$ cat src/core/gpio_led_pkg.sv
// Constants, field layout and carrier types for the pin configuration block.
// Assumes a 250 MHz system clock and a 32-bit AXI4-Lite register port.
// Overview of operation
// - LED select bit turns pin into LED
// - Polarity bit picks level that sets status
// - Pin interrupt forwarded only when enabled
// - Function field 000 keeps EEPROM pins
// - Function codes route GPO, MII signals
// - Buffer bit selects push-pull or open-drain
// - Direction bit one makes pin output
// - General output bits drive outputs 3,4
// - Output data drives pin; read returns pin
// - Config resets zero; data from pin
// - Status bits clear on write one
package gpio_led_pkg;

   localparam int AXI_ADDR_W = 12;
   localparam logic [11:0] REG_CFG_OFFSET = 12'h0d0;
   localparam logic [11:0] REG_IRQ_STATUS_OFFSET = 12'h0c0;
   localparam logic [11:0] REG_IRQ_ENABLE_OFFSET = 12'h0c4;

   localparam int LED_LSB = 28;
   localparam int POL_LSB = 24;
   localparam int FN_LSB = 20;
   localparam int BUF_LSB = 16;
   localparam int DIR_LSB = 8;
   localparam int GPO_LSB = 3;
   localparam int IRQ_LSB = 4;

   localparam logic [31:0] CFG_WRITE_MASK = 32'h7777_0718;
   localparam logic [31:0] CFG_RESET = 32'h0000_0000;
   localparam logic [2:0] IRQ_STATUS_RESET = 3'h0;
   localparam logic [2:0] IRQ_ENABLE_RESET = 3'h0;

   localparam logic [2:0] FN_EEPROM = 3'h0;
   localparam logic [2:0] FN_GPO_BOTH = 3'h1;
   localparam logic [2:0] FN_GENERAL_OUTPUT_3_RXDV = 3'h3;
   localparam logic [2:0] FN_TXEN_GENERAL_OUTPUT_4 = 3'h5;
   localparam logic [2:0] FN_TXEN_RXDV = 3'h6;
   localparam logic [2:0] FN_MII_CLOCKS = 3'h7;

   localparam logic [1:0] RESP_OKAY = 2'h0;
   localparam logic [1:0] RESP_SLVERR = 2'h2;

   localparam int CLK_PERIOD_PS = 4000;
   localparam int MIN_ACTIVE_NS = 80;
   localparam int SYNC_STAGES = 3;
   localparam int MIN_ACTIVE_CYCLES = (MIN_ACTIVE_NS * 1000) / CLK_PERIOD_PS;
   localparam int FILTER_CYCLES = MIN_ACTIVE_CYCLES - SYNC_STAGES - 1;
   localparam int INIT_WAIT_CYCLES = SYNC_STAGES + 1;

   typedef struct packed {
      logic [2:0] led_select_bits;
      logic [2:0] pin_irq_polarity;
      logic [2:0] eeprom_pin_function_field;
      logic [2:0] pin_buffer_type_bits;
      logic [2:0] pin_direction_bits;
      logic [1:0] general_output_data_bits;
   } pin_cfg_type;

   typedef struct packed {
      logic out;
      logic oe;
   } pad_drive_type;

   function automatic pin_cfg_type cfg_unpack(input logic [31:0] word);
      pin_cfg_type c;
      c.led_select_bits = word[LED_LSB +: 3];
      c.pin_irq_polarity = word[POL_LSB +: 3];
      c.eeprom_pin_function_field = word[FN_LSB +: 3];
      c.pin_buffer_type_bits = word[BUF_LSB +: 3];
      c.pin_direction_bits = word[DIR_LSB +: 3];
      c.general_output_data_bits = word[GPO_LSB +: 2];
      return c;
   endfunction

   function automatic logic [31:0] apply_strobe(input logic [31:0] old_word,
                                                input logic [31:0] new_word,
                                                input logic [3:0] strb);
      logic [31:0] r;
      r = old_word;
      for (int i = 0; i < 4; i++)
      begin
         if (strb[i])
         begin
            r[8*i +: 8] = new_word[8*i +: 8];
         end
      end
      return r;
   endfunction

   function automatic logic word_match(input logic [11:0] addr, input logic [11:0] offset);
      return addr[11:2] == offset[11:2];
   endfunction

endpackage

$ cat src/core/gpio_led_pin_config.sv
// Pin configuration, data and interrupt detection for three GPIO/LED pins
// and the two shared EEPROM pins, behind an AXI4-Lite register port.
// Assumes EEPROM, LED and MII signals arrive on sys_clk; pads resolve oe.
//
// Chosen here: the AXI4-Lite register port.
`timescale 1ns/10ps
module gpio_led_pin_config #(
   parameter int FILTER = gpio_led_pkg::FILTER_CYCLES
) (
   input wire logic sys_clk,
   input wire logic arst_n,
   input wire logic [gpio_led_pkg::AXI_ADDR_W-1:0] s_axi_awaddr,
   input wire logic s_axi_awvalid,
   output logic s_axi_awready,
   input wire logic [31:0] s_axi_wdata,
   input wire logic [3:0] s_axi_wstrb,
   input wire logic s_axi_wvalid,
   output logic s_axi_wready,
   output logic [1:0] s_axi_bresp,
   output logic s_axi_bvalid,
   input wire logic s_axi_bready,
   input wire logic [gpio_led_pkg::AXI_ADDR_W-1:0] s_axi_araddr,
   input wire logic s_axi_arvalid,
   output logic s_axi_arready,
   output logic [31:0] s_axi_rdata,
   output logic [1:0] s_axi_rresp,
   output logic s_axi_rvalid,
   input wire logic s_axi_rready,
   input wire logic [2:0] gpio_in,
   output logic [2:0] gpio_out,
   output logic [2:0] gpio_oe,
   input wire logic eeprom_data_pin_in,
   output logic eeprom_data_pin_out,
   output logic eeprom_data_pin_oe,
   output logic eeprom_clock_pin_out,
   output logic eeprom_clock_pin_oe,
   input wire logic ee_data_out,
   input wire logic ee_data_oe,
   input wire logic ee_clock_out,
   output logic ee_data_in,
   input wire logic [2:0] led_activity,
   input wire logic mii_tx_en,
   input wire logic mii_rx_dv,
   input wire logic mii_tx_clk,
   input wire logic mii_rx_clk,
   output logic [2:0] pin_irq_pending
);
   import gpio_led_pkg::*;

   localparam logic [4:0] FILTER_LAST = 5'(FILTER);
   localparam logic [2:0] INIT_LAST = 3'(INIT_WAIT_CYCLES);

   // Bus handshake state
   logic aw_full_reg, aw_full_next, w_full_reg, w_full_next;
   logic awready_reg, wready_reg, arready_reg;
   logic bvalid_reg, bvalid_next, rvalid_reg, rvalid_next;
   logic [1:0] bresp_reg, rresp_reg;
   logic [31:0] rdata_reg, w_data_reg;
   logic [11:0] aw_addr_reg;
   logic [3:0] w_strb_reg;

   // Block state
   logic [2:0] init_cnt_reg;
   logic init_done_reg;
   logic [31:0] cfg_word_reg, cfg_word_next;
   logic [2:0] out_data_reg, out_data_next, irq_status_reg, irq_status_next;
   logic [2:0] irq_enable_reg, irq_enable_next;
   logic [2:0][4:0] filt_cnt_reg, filt_cnt_next;

   // Output registers
   logic [2:0] gpio_out_reg, gpio_oe_reg, pending_reg;
   logic ee_dio_out_reg, ee_dio_oe_reg, ee_clk_out_reg, ee_clk_oe_reg, ee_data_in_reg;

   // Combinational nets
   logic aw_hs, w_hs, b_hs, ar_hs, r_hs, write_fire;
   logic wr_sel_cfg, wr_sel_status, wr_sel_enable, wr_mapped, rd_mapped, eeprom_level;
   logic [31:0] rd_word;
   logic [3:0] pad_level;
   logic [2:0] gpio_level, pin_value, pin_drive_en, level_match, irq_set, irq_clear;
   pin_cfg_type cfg;
   pad_drive_type dio_drive, clk_drive;

   // Pad inputs cross into sys_clk before any decision
   // input synchronisation
   pin_sync #(
      .WIDTH(4)
   ) u_pad_sync (
      .clk(sys_clk),
      .arst_n(arst_n),
      .async_in({eeprom_data_pin_in, gpio_in}),
      .level_out(pad_level)
   );

   assign gpio_level = pad_level[2:0];
   assign eeprom_level = pad_level[3];
   assign cfg = cfg_unpack(cfg_word_reg);

   // Channel handshakes
   assign aw_hs = s_axi_awvalid & awready_reg;
   assign w_hs = s_axi_wvalid & wready_reg;
   assign b_hs = bvalid_reg & s_axi_bready;
   assign ar_hs = s_axi_arvalid & arready_reg;
   assign r_hs = rvalid_reg & s_axi_rready;
   assign aw_full_next = (aw_full_reg | aw_hs) & ~b_hs;
   assign w_full_next = (w_full_reg | w_hs) & ~b_hs;
   assign write_fire = aw_full_reg & w_full_reg & ~bvalid_reg;
   assign bvalid_next = write_fire | (bvalid_reg & ~s_axi_bready);
   assign rvalid_next = ar_hs | (rvalid_reg & ~r_hs);

   // Write address decode
   assign wr_sel_cfg = write_fire & word_match(aw_addr_reg, REG_CFG_OFFSET);
   assign wr_sel_status = write_fire & word_match(aw_addr_reg, REG_IRQ_STATUS_OFFSET);
   assign wr_sel_enable = write_fire & word_match(aw_addr_reg, REG_IRQ_ENABLE_OFFSET);
   assign wr_mapped = wr_sel_cfg | wr_sel_status | wr_sel_enable;

   // Reserved and data bits never land in the stored config word
   // reserved bits masked
   assign cfg_word_next = wr_sel_cfg ?
      (apply_strobe(cfg_word_reg, w_data_reg, w_strb_reg) & CFG_WRITE_MASK) :
      cfg_word_reg;

   // Data latch follows the pins until the synchroniser settles
   // data reset from pin
   assign out_data_next = !init_done_reg ? gpio_level :
                          (wr_sel_cfg && w_strb_reg[0]) ? w_data_reg[2:0] :
                          out_data_reg;

   assign irq_enable_next = (wr_sel_enable && w_strb_reg[0]) ?
                            w_data_reg[IRQ_LSB +: 3] : irq_enable_reg;

   // Read data: config word shows live pin levels in the data bits
   always_comb
   begin
      rd_word = 32'h0000_0000;
      rd_mapped = 1'b1;
      if (word_match(s_axi_araddr, REG_CFG_OFFSET))
      begin
         rd_word = cfg_word_reg | {29'h0000_0000, gpio_level};
      end
      else if (word_match(s_axi_araddr, REG_IRQ_STATUS_OFFSET))
      begin
         rd_word[IRQ_LSB +: 3] = irq_status_reg;
      end
      else if (word_match(s_axi_araddr, REG_IRQ_ENABLE_OFFSET))
      begin
         rd_word[IRQ_LSB +: 3] = irq_enable_reg;
      end
      else
      begin
         rd_mapped = 1'b0;
      end
   end

   // Level detection; LED pins take no part
   // polarity selects active level
   assign level_match = ~(gpio_level ^ cfg.pin_irq_polarity) & ~cfg.led_select_bits;

   // A level must persist before it counts, so glitches do not latch
   always_comb
   begin
      filt_cnt_next = filt_cnt_reg;
      irq_set = 3'h0;
      for (int i = 0; i < 3; i++)
      begin
         if (!level_match[i])
         begin
            filt_cnt_next[i] = 5'h00;
         end
         else if (filt_cnt_reg[i] != FILTER_LAST)
         begin
            filt_cnt_next[i] = filt_cnt_reg[i] + 5'h01;
         end
         irq_set[i] = level_match[i] && (filt_cnt_reg[i] == FILTER_LAST);
      end
   end

   // Set beats a clear landing in the same cycle
   // write one clears status
   assign irq_clear = (wr_sel_status && w_strb_reg[0]) ? w_data_reg[IRQ_LSB +: 3] : 3'h0;
   assign irq_status_next = irq_set | (irq_status_reg & ~irq_clear);

   // GPIO pad drive: LED mode overrides the data latch
   // LED select
   assign pin_value = (cfg.led_select_bits & led_activity) |
                      (~cfg.led_select_bits & out_data_reg);
   assign pin_drive_en = cfg.led_select_bits | cfg.pin_direction_bits;

   // EEPROM pin routing; reserved codes fall back to the EEPROM lines
   always_comb
   begin
      case (cfg.eeprom_pin_function_field)
         FN_GPO_BOTH:
         begin
            dio_drive = '{out: cfg.general_output_data_bits[0], oe: 1'b1};
            clk_drive = '{out: cfg.general_output_data_bits[1], oe: 1'b1};
         end
         FN_GENERAL_OUTPUT_3_RXDV:
         begin
            dio_drive = '{out: cfg.general_output_data_bits[0], oe: 1'b1};
            clk_drive = '{out: mii_rx_dv, oe: 1'b1};
         end
         FN_TXEN_GENERAL_OUTPUT_4:
         begin
            dio_drive = '{out: mii_tx_en, oe: 1'b1};
            clk_drive = '{out: cfg.general_output_data_bits[1], oe: 1'b1};
         end
         FN_TXEN_RXDV:
         begin
            dio_drive = '{out: mii_tx_en, oe: 1'b1};
            clk_drive = '{out: mii_rx_dv, oe: 1'b1};
         end
         FN_MII_CLOCKS:
         begin
            dio_drive = '{out: mii_tx_clk, oe: 1'b1};
            clk_drive = '{out: mii_rx_clk, oe: 1'b1};
         end
         default:
         begin
            dio_drive = '{out: ee_data_out, oe: ee_data_oe};
            clk_drive = '{out: ee_clock_out, oe: 1'b1};
         end
      endcase
   end

   // Bus channel registers
   always_ff @(posedge sys_clk or negedge arst_n)
   begin
      if (!arst_n)
      begin
         aw_full_reg <= 1'b0;
         w_full_reg <= 1'b0;
         awready_reg <= 1'b0;
         wready_reg <= 1'b0;
         bvalid_reg <= 1'b0;
         bresp_reg <= RESP_OKAY;
         arready_reg <= 1'b0;
         rvalid_reg <= 1'b0;
      end
      else
      begin
         aw_full_reg <= aw_full_next;
         w_full_reg <= w_full_next;
         awready_reg <= init_done_reg & ~aw_full_next;
         wready_reg <= init_done_reg & ~w_full_next;
         bvalid_reg <= bvalid_next;
         if (write_fire)
         begin
            bresp_reg <= wr_mapped ? RESP_OKAY : RESP_SLVERR;
         end
         arready_reg <= init_done_reg & ~rvalid_next;
         rvalid_reg <= rvalid_next;
      end
   end

   // Bus payload captures
   always_ff @(posedge sys_clk or negedge arst_n)
   begin
      if (!arst_n)
      begin
         aw_addr_reg <= 12'h000;
         w_data_reg <= 32'h0000_0000;
         w_strb_reg <= 4'h0;
         rdata_reg <= 32'h0000_0000;
         rresp_reg <= RESP_OKAY;
      end
      else
      begin
         if (aw_hs)
         begin
            aw_addr_reg <= s_axi_awaddr;
         end
         if (w_hs)
         begin
            w_data_reg <= s_axi_wdata;
            w_strb_reg <= s_axi_wstrb;
         end
         if (ar_hs)
         begin
            rdata_reg <= rd_word;
            rresp_reg <= rd_mapped ? RESP_OKAY : RESP_SLVERR;
         end
      end
   end

   // Register file and detection state
   always_ff @(posedge sys_clk or negedge arst_n)
   begin
      if (!arst_n)
      begin
         init_cnt_reg <= 3'h0;
         init_done_reg <= 1'b0;
         cfg_word_reg <= CFG_RESET;
         out_data_reg <= 3'h0;
         irq_status_reg <= IRQ_STATUS_RESET;
         irq_enable_reg <= IRQ_ENABLE_RESET;
         filt_cnt_reg <= '0;
      end
      else
      begin
         if (init_cnt_reg != INIT_LAST)
         begin
            init_cnt_reg <= init_cnt_reg + 3'h1;
         end
         init_done_reg <= init_cnt_reg == INIT_LAST;
         cfg_word_reg <= cfg_word_next;
         out_data_reg <= out_data_next;
         irq_status_reg <= irq_status_next;
         irq_enable_reg <= irq_enable_next;
         filt_cnt_reg <= filt_cnt_next;
      end
   end

   // Pad and sideband outputs, all registered
   always_ff @(posedge sys_clk or negedge arst_n)
   begin
      if (!arst_n)
      begin
         gpio_out_reg <= 3'h0;
         gpio_oe_reg <= 3'h0;
         ee_dio_out_reg <= 1'b0;
         ee_dio_oe_reg <= 1'b0;
         ee_clk_out_reg <= 1'b0;
         ee_clk_oe_reg <= 1'b0;
         ee_data_in_reg <= 1'b0;
         pending_reg <= 3'h0;
      end
      else
      begin
         gpio_out_reg <= pin_value;
         gpio_oe_reg <= pin_drive_en & (cfg.pin_buffer_type_bits | ~pin_value);
         ee_dio_out_reg <= dio_drive.out;
         ee_dio_oe_reg <= dio_drive.oe;
         ee_clk_out_reg <= clk_drive.out;
         ee_clk_oe_reg <= clk_drive.oe;
         ee_data_in_reg <= eeprom_level;
         pending_reg <= irq_status_reg & irq_enable_reg;
      end
   end

   assign s_axi_awready = awready_reg;
   assign s_axi_wready = wready_reg;
   assign s_axi_bvalid = bvalid_reg;
   assign s_axi_bresp = bresp_reg;
   assign s_axi_arready = arready_reg;
   assign s_axi_rvalid = rvalid_reg;
   assign s_axi_rdata = rdata_reg;
   assign s_axi_rresp = rresp_reg;
   assign gpio_out = gpio_out_reg;
   assign gpio_oe = gpio_oe_reg;
   assign eeprom_data_pin_out = ee_dio_out_reg;
   assign eeprom_data_pin_oe = ee_dio_oe_reg;
   assign eeprom_clock_pin_out = ee_clk_out_reg;
   assign eeprom_clock_pin_oe = ee_clk_oe_reg;
   assign ee_data_in = ee_data_in_reg;
   assign pin_irq_pending = pending_reg;

endmodule // gpio_led_pin_config

$ cat src/core/pin_sync.sv
// Three-stage synchroniser with agreement filter for pad inputs.
// Assumes inputs are asynchronous to clk; output is a registered level.
`timescale 1ns/10ps
module pin_sync #(
   parameter int WIDTH = 1
) (
   input wire logic clk,
   input wire logic arst_n,
   input wire logic [WIDTH-1:0] async_in,
   output logic [WIDTH-1:0] level_out
);
   logic [WIDTH-1:0] stage1_reg;
   logic [WIDTH-1:0] stage2_reg;
   logic [WIDTH-1:0] stage3_reg;
   logic [WIDTH-1:0] level_reg;
   logic [WIDTH-1:0] agree;
   logic [WIDTH-1:0] level_next;

   // Only a value seen on two late stages counts
   assign agree = ~(stage2_reg ^ stage3_reg);
   assign level_next = (agree & stage2_reg) | (~agree & level_reg);
   assign level_out = level_reg;

   always_ff @(posedge clk or negedge arst_n)
   begin
      if (!arst_n)
      begin
         stage1_reg <= '0;
         stage2_reg <= '0;
         stage3_reg <= '0;
         level_reg <= '0;
      end
      else
      begin
         stage1_reg <= async_in;
         stage2_reg <= stage1_reg;
         stage3_reg <= stage2_reg;
         level_reg <= level_next;
      end
   end
endmodule // pin_sync

$ cat config.mk
export PLATFORM = sky130hd
export DESIGN_NAME = gpio_led_pin_config
export DESIGN_NICKNAME = d
export VERILOG_FILES = /design/src/core/gpio_led_pkg.sv /design/src/core/gpio_led_pin_config.sv /design/src/core/pin_sync.sv
export SDC_FILE = /design/constraint.sdc
export NUM_CORES = 1
export LEC_CHECK = 0
export CAP_MARGIN = 40
export CORE_MARGIN = 1.5
export CORE_UTILIZATION = 55
export CTS_CLUSTER_DIAMETER = 100
export DETAILED_ROUTE_END_ITERATION = 8
export DONT_BUFFER_PORTS = 1
export GPL_TIMING_DRIVEN = 0
export PLACE_DENSITY = 0.73
export RECOVER_POWER = 100
export SKIP_CTS_REPAIR_TIMING = 1
export SYNTH_ARGS = -nofsm -noshare
export SYNTH_HDL_FRONTEND = slang
export SYNTH_SLANG_ARGS = --single-unit
export TNS_END_PERCENT = 20
$ cat constraint.sdc
create_clock -name sys_clk -period 3.4 [get_ports sys_clk]
set_clock_uncertainty 0.2 [all_clocks]
set_input_delay 0.34 -clock sys_clk [delete_from_list [all_inputs] [get_ports sys_clk]]
set_output_delay 0.34 -clock sys_clk [all_outputs]
set_load 0.05 [all_outputs]
* Word level (Yosys, flattened, before mapping)
Index checks and enable logic that the tools add are counted.
** Cells by class
- Add/subtract/negate cells :: 4
- Eq/ne operators :: 23
- Mux-type cells :: 21
- Bitwise logic cells :: 52
- Reduce and logical (&&, ||, !) cells :: 14
** Operator list (number)
- 10-bit by 6-bit == test with 1-bit output, second input constant :: 6
- 31-bit by 3-bit bitwise OR with 31-bit output :: 1
- 5-bit two-way mux :: 6
- 24-bit two-way mux :: 1
- 3-bit bitwise AND :: 6
- 3-bit two-way mux :: 6
- 1-bit bitwise AND :: 17
- 5-bit by 1-bit adder with 5-bit output, second input constant :: 3
- 5-bit == test, second input constant :: 3
- 5-bit != test, second input constant :: 3
- 3-bit == test, second input constant :: 4
- 3-bit inverter :: 4
- 3-bit bitwise OR :: 4
- 2-bit one-hot mux with 3 select lines :: 2
- 4-bit bitwise AND :: 2
- 2-bit by 1-bit != test with 1-bit output, second input constant :: 4
- 4-bit inverter :: 2
- 2-bit AND reduction :: 4
- 2-bit OR reduction :: 4
- 1-bit inverter :: 7
- 1-bit logical AND :: 6
- 1-bit bitwise OR :: 6
- 2-bit two-way mux :: 2
- 4-bit two-way mux :: 1
- 8 further kinds :: 10
** Storage, ports and cells
- Register bits after elaboration :: 165
- Bits of input ports :: 81
- Output and inout port bits :: 55
- Logic and storage cells :: 151

* Logic depth before layout (Yosys ltp)
Gate-level depths: netlist of run 1.
- Depth in word-level cells :: 8
- Gate-level depth with buffers :: 6
- Gate-level depth less buffers :: 6

* By module
From an unflattened synthesis of run 1, not the netlist that was laid out.
** Unflattened totals
- Cells, all modules :: 461
- Area, all modules :: 5730.5 µm²
** Modules (own cells, without submodules)
- gpio_led_pin_config :: instances 1, cells an instance 441, area each 5285.1 µm², seq. area each 3153.0 µm²
- pin_sync :: instances 1, cells an instance 20, area each 445.4 µm², seq. area each 400.4 µm²

* Least setup slack after synthesis of run 1
Ideal clock, no wire load.
- Path kind :: register to register
- Start point :: register aw_addr_reg[9]
- End point :: register cfg_word_reg[3]
- Library setup time :: 0.125 ns
- Arrival time :: 1.803 ns
- Data required time :: 3.075 ns
- Path slack :: 1.272 ns
- Cell stages (with the launch flop) :: 4
- Path buffers :: 0
- Period minus slack after synthesis :: 2.128 ns
- Cell sequence :: dfrtp_1 > or4_4 > nor4_1 > mux2_2
** Between the ends
- Longest elaborated chain between the ends :: 3
** RTL lines
- start: declaration :: RTL line gpio_led_pin_config.sv:59 : logic [11:0] aw_addr_reg;
- start signal: assignment :: RTL line gpio_led_pin_config.sv:270 : aw_addr_reg <= s_axi_awaddr;
- 10-bit by 6-bit == test with 1-bit output :: RTL line gpio_led_pkg.sv:93 : return addr[11:2] == offset[11:2];
- 1-bit bitwise AND :: RTL line gpio_led_pin_config.sv:111 : assign wr_sel_cfg = write_fire & word_match(aw_addr_reg, REG_CFG_OFFSET);
- 2-bit AND reduction (no source line)
- end signal: assignment :: RTL line gpio_led_pin_config.sv:305 : cfg_word_reg <= cfg_word_next;
- end: declaration :: RTL line gpio_led_pin_config.sv:65 : logic [31:0] cfg_word_reg, cfg_word_next;
No other way between the ends.
A chain may end at the register's enable or synchronous reset.

* Worst setup path after layout of run 1
- Start point :: register aw_addr_reg[8]
- End point :: register cfg_word_reg[4]
Same word-level chain as after synthesis.

==> results of run 1 <==
## worst reg2reg max path, delay by kind of cell, from the launching register on
kind,cells,cell delay [ps]
AND/OR/NAND/NOR,2,1300
buffers and inverters,1,260
flip-flops,1,390
multiplexers,1,360
## layer usage
layer  vias up  GRT usage (%)
met5         -              0
met2       126          35.99
met3        10          7.548
met1      1837          27.05
met4         0          10.18
li1       1714              -
## area by class of cell
class	count	area share [%]
inverter	18	0.9519
clock buffer	17	5.835
multi-input combinational	288	28.15
sequential	142	50.06
tap	133	2.344
timing repair buffer	57	7.950
buffer	21	1.745
clock inverter	15	2.961
## path summary, 6_finish.rpt
path,to,start,cells past startpoint
max in group asynchronous,cfg_word_reg[30],arst_n,0
setup reg to reg,cfg_word_reg[4],aw_addr_reg[8],4
hold / removal,aw_addr_reg[6],arst_n,0
setup / recovery,cfg_word_reg[4],aw_addr_reg[8],4
hold reg to reg,u_pad_sync.stage2_reg[0],u_pad_sync.stage1_reg[0],0
min in group sys_clk,s_axi_rresp[1],s_axi_araddr[3],4
## cell families (layout without fill, tap and decap cells)
kind of cell / count (synthesis) / in the layout / share of synthesized area (%)
muxes: 71 / 71 / 13.82
DFF: 142 / 142 / 62.28
and+or+nand+nor: 129 / 129 / 10.70
adders and majority gates: 12 / 12 / 2.456
AOI/OAI and AO/OA: 47 / 47 / 4.803
other: 2 / 13 / 0.1316
buffers and inverters: 39 / 128 / 3.355
xor gates and xnor gates: 16 / 16 / 2.456
## per-stage QoR
| step | hold WS (ps) | area, sq um | std cells | worst slack [ps] | total power [uW] |
|---|---|---|---|---|---|
| floorplan | -155.6 | 5747 | 469 | 1272 | 2824 |
| global placement | -152.1 | 5913 | 602 | 675.0 | 2938 |
| detailed placement | -153.4 | 5918 | 603 | 899.5 | 2990 |
| CTS | -704.8 | 6543 | 635 | 883.5 | 4940 |
| global route | -718.6 | 7098 | 691 | 628.3 | 5202 |
| finish | -680.6 | 7098 | 691 | 780.7 | 4985 |
## Yosys cell counts (4+ instances only)
library cell / n
xor2_1: 6
xnor2_1: 10
a21oi_1: 28
clkbuf_1: 9
nand3_1: 10
nor2_1: 27
dfrtp_1: 142
nand2_1: 60
ha_1: 8
inv_1: 18
buf_4: 12
mux2i_1: 9
nor3_1: 4
maj3_1: 4
nand2b_1: 6
mux2_2: 62
o21ai_0: 6
and2_1: 5
## power groups by stage
stage	Clock (uW)	Combinational [uW]	Sequential, uW
2_1_floorplan	0	511	2310
3_3_place_gp	0	569	2370
3_5_place_dp	0	598	2390
4_1_cts	1970	607	2370
5_1_grt	2060	732	2410
6_report	1950	664	2370
==> flow_summary.json, run 1 <==
{
  "worst_pin_slew_ps": 869.9,
  "fill_cells": 692,
  "grt_pass1_wl_um": 18420,
  "final_cell_mix": "142 x dfrtp_1, 60 x nand2_1, 58 x mux2_2",
  "worst_path_max_delay_cell": "nor4_1",
  "synth-edff-count": 0,
  "synthCells": 458,
  "rows": 36,
  "path_buf_inv": 1,
  "clkTransAtPathRegs_ps": 70,
  "cts.sinks": 142,
  "finalSetupViolations": 0,
  "via_count": 3687,
  "pwr-share-clk_pct": 39.1,
  "drive_above_1_share_pct": 18.82,
  "vdd_ir_drop_max_mv": 0.4139,
  "p_per_area_mw_per_mm2": 702.3,
  "multiInputGateArea_sq_mm": 0.001998,
  "synth_area_leaders": "dfrtp_1 62%, mux2_2 12%, nand2_1 3.9%",
  "timing.final.hold_violations": 142,
  "synth_top_flop_cell": "dfrtp_1",
  "mappedNetlistArea_sq_mm": 0.005705,
  "finalSetupTns_ps": 0,
  "critPathMaxFanout": 4,
  "drtPass1Iterations": 4,
  "ys_seq_elements": 142,
  "dr_wl_met2_um": 6546,
  "rsz0062_at_grt": "false",
  "seq_area_sq_mm": 0.003553,
  "synth.yosys.warnings": 0,
  "violations": "hold timing",
  "maxCapViolCount": 0,
  "met1_length_um": 5090,
  "outcome": "finished with violations",
  "clock_path_buffers": 2,
  "start_util_pct": 57.58,
  "io-pin-count": 136,
  "avgSynthCellArea_sq_um": 12.46,
  "highest_layer": "met4",
  "final_antenna_net_count": 0,
  "synth_top_area_share_pct": 62.28,
  "die_w_um": 104.9,
  "leakagePower_uw": 0.003210,
  "grt_max_degree": 143,
  "drc": 0,
  "cp_cell_sequence": "or4_1 > nor4_1 > clkbuf_1 > mux2_2",
  "port_buffers": 0,
  "cp-end-kind": "flop",
  "combPwrFrac_pct": 13.3,
  "final_common_cell": "dfrtp_1",
  "diodes": 0,
  "track_usage_pct": 22.27,
  "crit_path_start_kind": "flop",
  "grt_overflow_total": 0,
  "ys_types": 36,
  "avgRoutedWirePerCell_um": 18.01,
  "antenna_found_initial": 0,
  "first_iter_violations": 217,
  "holdWs_ps": -680.6,
  "critPathKind": "reg2reg",
  "switching_share_pct": 29.27,
  "numCtsBuffers": 17,
  "p_int_uw": 3526,
  "power_switching_uw": 1459,
  "wl_um": 12440,
  "slew_violations": 0,
  "r2r_slack_ps": 780,
  "hpwlAfterDp_um": 7968,
  "path_delay_family": "simple AND/OR/NAND/NOR gates",
  "root_buffer": "clkbuf_8",
  "grt_pass1_vias": 3549,
  "die_y_um": 104.9,
  "yosysTopAreaCell": "dfrtp_1",
  "syn_to_final_growth_pct": 24.41,
  "max_clock_freq_mhz": 381.8,
  "cp.arrival_ps": 2810,
  "relSlewSlack_pct": 41.22,
  "min_path_type": "in2async",
  "die_area_sq_mm": 0.01099,
  "layout.nets": 634,
  "postLayoutCoreUtil_pct": 71.63,
  "slowest_delay_ps": 670,
  "via_per_inst": 5.336,
  "p_seq_share_pct": 47.5,
  "fin_crit_sh_pct": 77.04,
  "clkLatencyLatePin_ps": 510,
  "gp_congestion": 0.7960,
  "core_sq_mm": 0.009910,
  "cts_tree": "yes",
  "finalCriticalPeriod_ps": 2619,
  "wl_met3_um": 668,
  "synthArstFlopShare_pct": 100.0,
  "ys_seq_area_share_pct": 62.28,
  "htreeDepth": 4,
  "required_ps": 3600
}
Power figures use the tool's default switching activity.
==> inputs of run 2 (changes only) <==
--- a/config.mk
+++ b/config.mk
@@ -12,7 +12,7 @@
 export DETAILED_ROUTE_END_ITERATION = 8
 export DONT_BUFFER_PORTS = 1
 export GPL_TIMING_DRIVEN = 0
-export PLACE_DENSITY = 0.73
+export PLACE_DENSITY = 0.76
 export RECOVER_POWER = 100
 export SKIP_CTS_REPAIR_TIMING = 1
 export SYNTH_ARGS = -nofsm -noshare
==> constraint.sdc (replaced) <==
create_clock -name sys_clk -period 2.3 [get_ports sys_clk]
set_clock_uncertainty 0.2 [all_clocks]
set_input_delay 0.23 -clock sys_clk [delete_from_list [all_inputs] [get_ports sys_clk]]
set_output_delay 0.23 -clock sys_clk [all_outputs]
set_load 0.05 [all_outputs]
==> flow_summary.json, run 2 (same netlist as run 1, synthesis figures left out) <==
{
  "r2r_slack_ps": 80,
  "timing.final.hold_violations": 142,
  "avgRoutedWirePerCell_um": 18.11,
  "drtPass1Iterations": 4,
  "io-pin-count": 136,
  "min_path_type": "in2async",
  "die_y_um": 104.9,
  "syn_to_final_growth_pct": 25.81,
  "htreeDepth": 4,
  "relSlewSlack_pct": 39.44,
  "maxCapViolCount": 0,
  "holdWs_ps": -804.5,
  "p_per_area_mw_per_mm2": 996.9,
  "clock_path_buffers": 2,
  "fill_cells": 677,
  "vdd_ir_drop_max_mv": 0.7691,
  "grt_max_degree": 143,
  "fin_crit_sh_pct": 96.62,
  "drive_above_1_share_pct": 21.48,
  "diodes": 0,
  "setup_slack_ps": 77.82,
  "via_count": 3785,
  "numCtsBuffers": 17,
  "finalSetupViolations": 0,
  "layout.nets": 644,
  "violations": "hold timing",
  "track_usage_pct": 22.17,
  "max_clock_freq_mhz": 450.0,
  "clkTransAtPathRegs_ps": 60,
  "rows": 36,
  "drc": 0,
  "cts_tree": "yes",
  "grt_overflow_total": 0,
  "hpwlAfterDp_um": 7966,
  "first_iter_violations": 226,
  "dpl.cell_count": 603,
  "slew_violations": 0,
  "slowest_delay_ps": 580,
  "via_per_inst": 5.399,
  "final_common_cell": "dfrtp_1",
  "cp-end-kind": "flop",
  "root_buffer": "clkbuf_8",
  "port_buffers": 0,
  "gp_congestion": 0.8092,
  "finalInstanceArea_sq_mm": 0.007178,
  "critPathKind": "reg2reg",
  "worst_path_max_delay_cell": "or4_4",
  "cts.sinks": 142,
  "core_sq_mm": 0.009910,
  "critPathMaxFanout": 6,
  "die_w_um": 104.9,
  "antenna_found_initial": 0,
  "dpl-instance-area_sq_mm": 0.005924,
  "clkLatencyLatePin_ps": 530,
  "pre_cts_slack_ps": -263.4,
  "finalCriticalPeriod_ps": 2222,
  "outcome": "finished with violations",
  "grt_pass1_wl_um": 18490,
  "worst_pin_slew_ps": 896.2,
  "final_cell_mix": "141 x dfrtp_1, 64 x dlygate4sd3_1, 61 x mux2_2",
  "die_area_sq_mm": 0.01099,
  "start_util_pct": 57.58,
  "required_ps": 2510,
  "leakagePower_uw": 0.003238,
  "final_antenna_net_count": 0,
  "wl_um": 12700,
  "cp.arrival_ps": 2430,
  "fin_cells": 701,
  "cp_cell_sequence": "or4_4 > nor4_4 > buf_4 > nand2_2 > mux2_2",
  "crit_path_start_kind": "flop",
  "grt_pass1_vias": 3656
}
-- run 2: worst max-delay path, delay by kind of cell, from the launching register on --
kind / cells / cell delay [ps]
and+or+nand+nor: 3 / 970
DFF: 1 / 410
muxes: 1 / 320
buffers and inverters: 1 / 200
-- run 2: through the flow --
step                setup TNS [ps]  power (uW)  util [%]
detailed placement           -1603        4427     59.79
finish                           0        7156     72.44
global placement             -2661        4340     59.67
CTS                          -2038        7019     65.47
global route                -14.13        7466     72.44
floorplan                        0        4174         -
-- run 2: final cells by class --
cell class                 instances  area [sq um]  area share, %
inverter                          18         67.56         0.9413
clock buffer                      17         414.1          5.770
tap                              133         166.4          2.318
timing repair buffer              67         666.9          9.291
buffer                            21         128.9          1.795
clock inverter                    15         148.9          2.074
multi-input combinational        288          2031          28.29
sequential                       142          3555          49.52
-- run 2: final timing paths --
check / startpoint / to / depth (start not counted)
max in group asynchronous: arst_n / w_data_reg[16] / 0
worst min register to register: u_pad_sync.stage1_reg[1] / u_pad_sync.stage2_reg[1] / 0
worst max-delay path: aw_addr_reg[8] / cfg_word_reg[26] / 5
min in group sys_clk: s_axi_araddr[2] / s_axi_rdata[4] / 4
worst max register to register: aw_addr_reg[8] / cfg_word_reg[26] / 5
worst min-delay path: arst_n / aw_addr_reg[6] / 0
-- run 2: metal layers --
metal	track usage (%)	share of wire [%]	vias to the layer above
met2	38.24	54	137
li1	-	-	1735
met1	25.04	38	1883
met4	9.002	2.4	0
met5	0	0	-
met3	7.798	5.4	30
-- run 2: power breakdown --
part	total, uW	switching [uW]	internal [uW]	leakage (uW)
Combinational	1050	471	577	0.00117
Sequential	3510	553	2960	0.00180
Clock	2600	1130	1470	0.000272
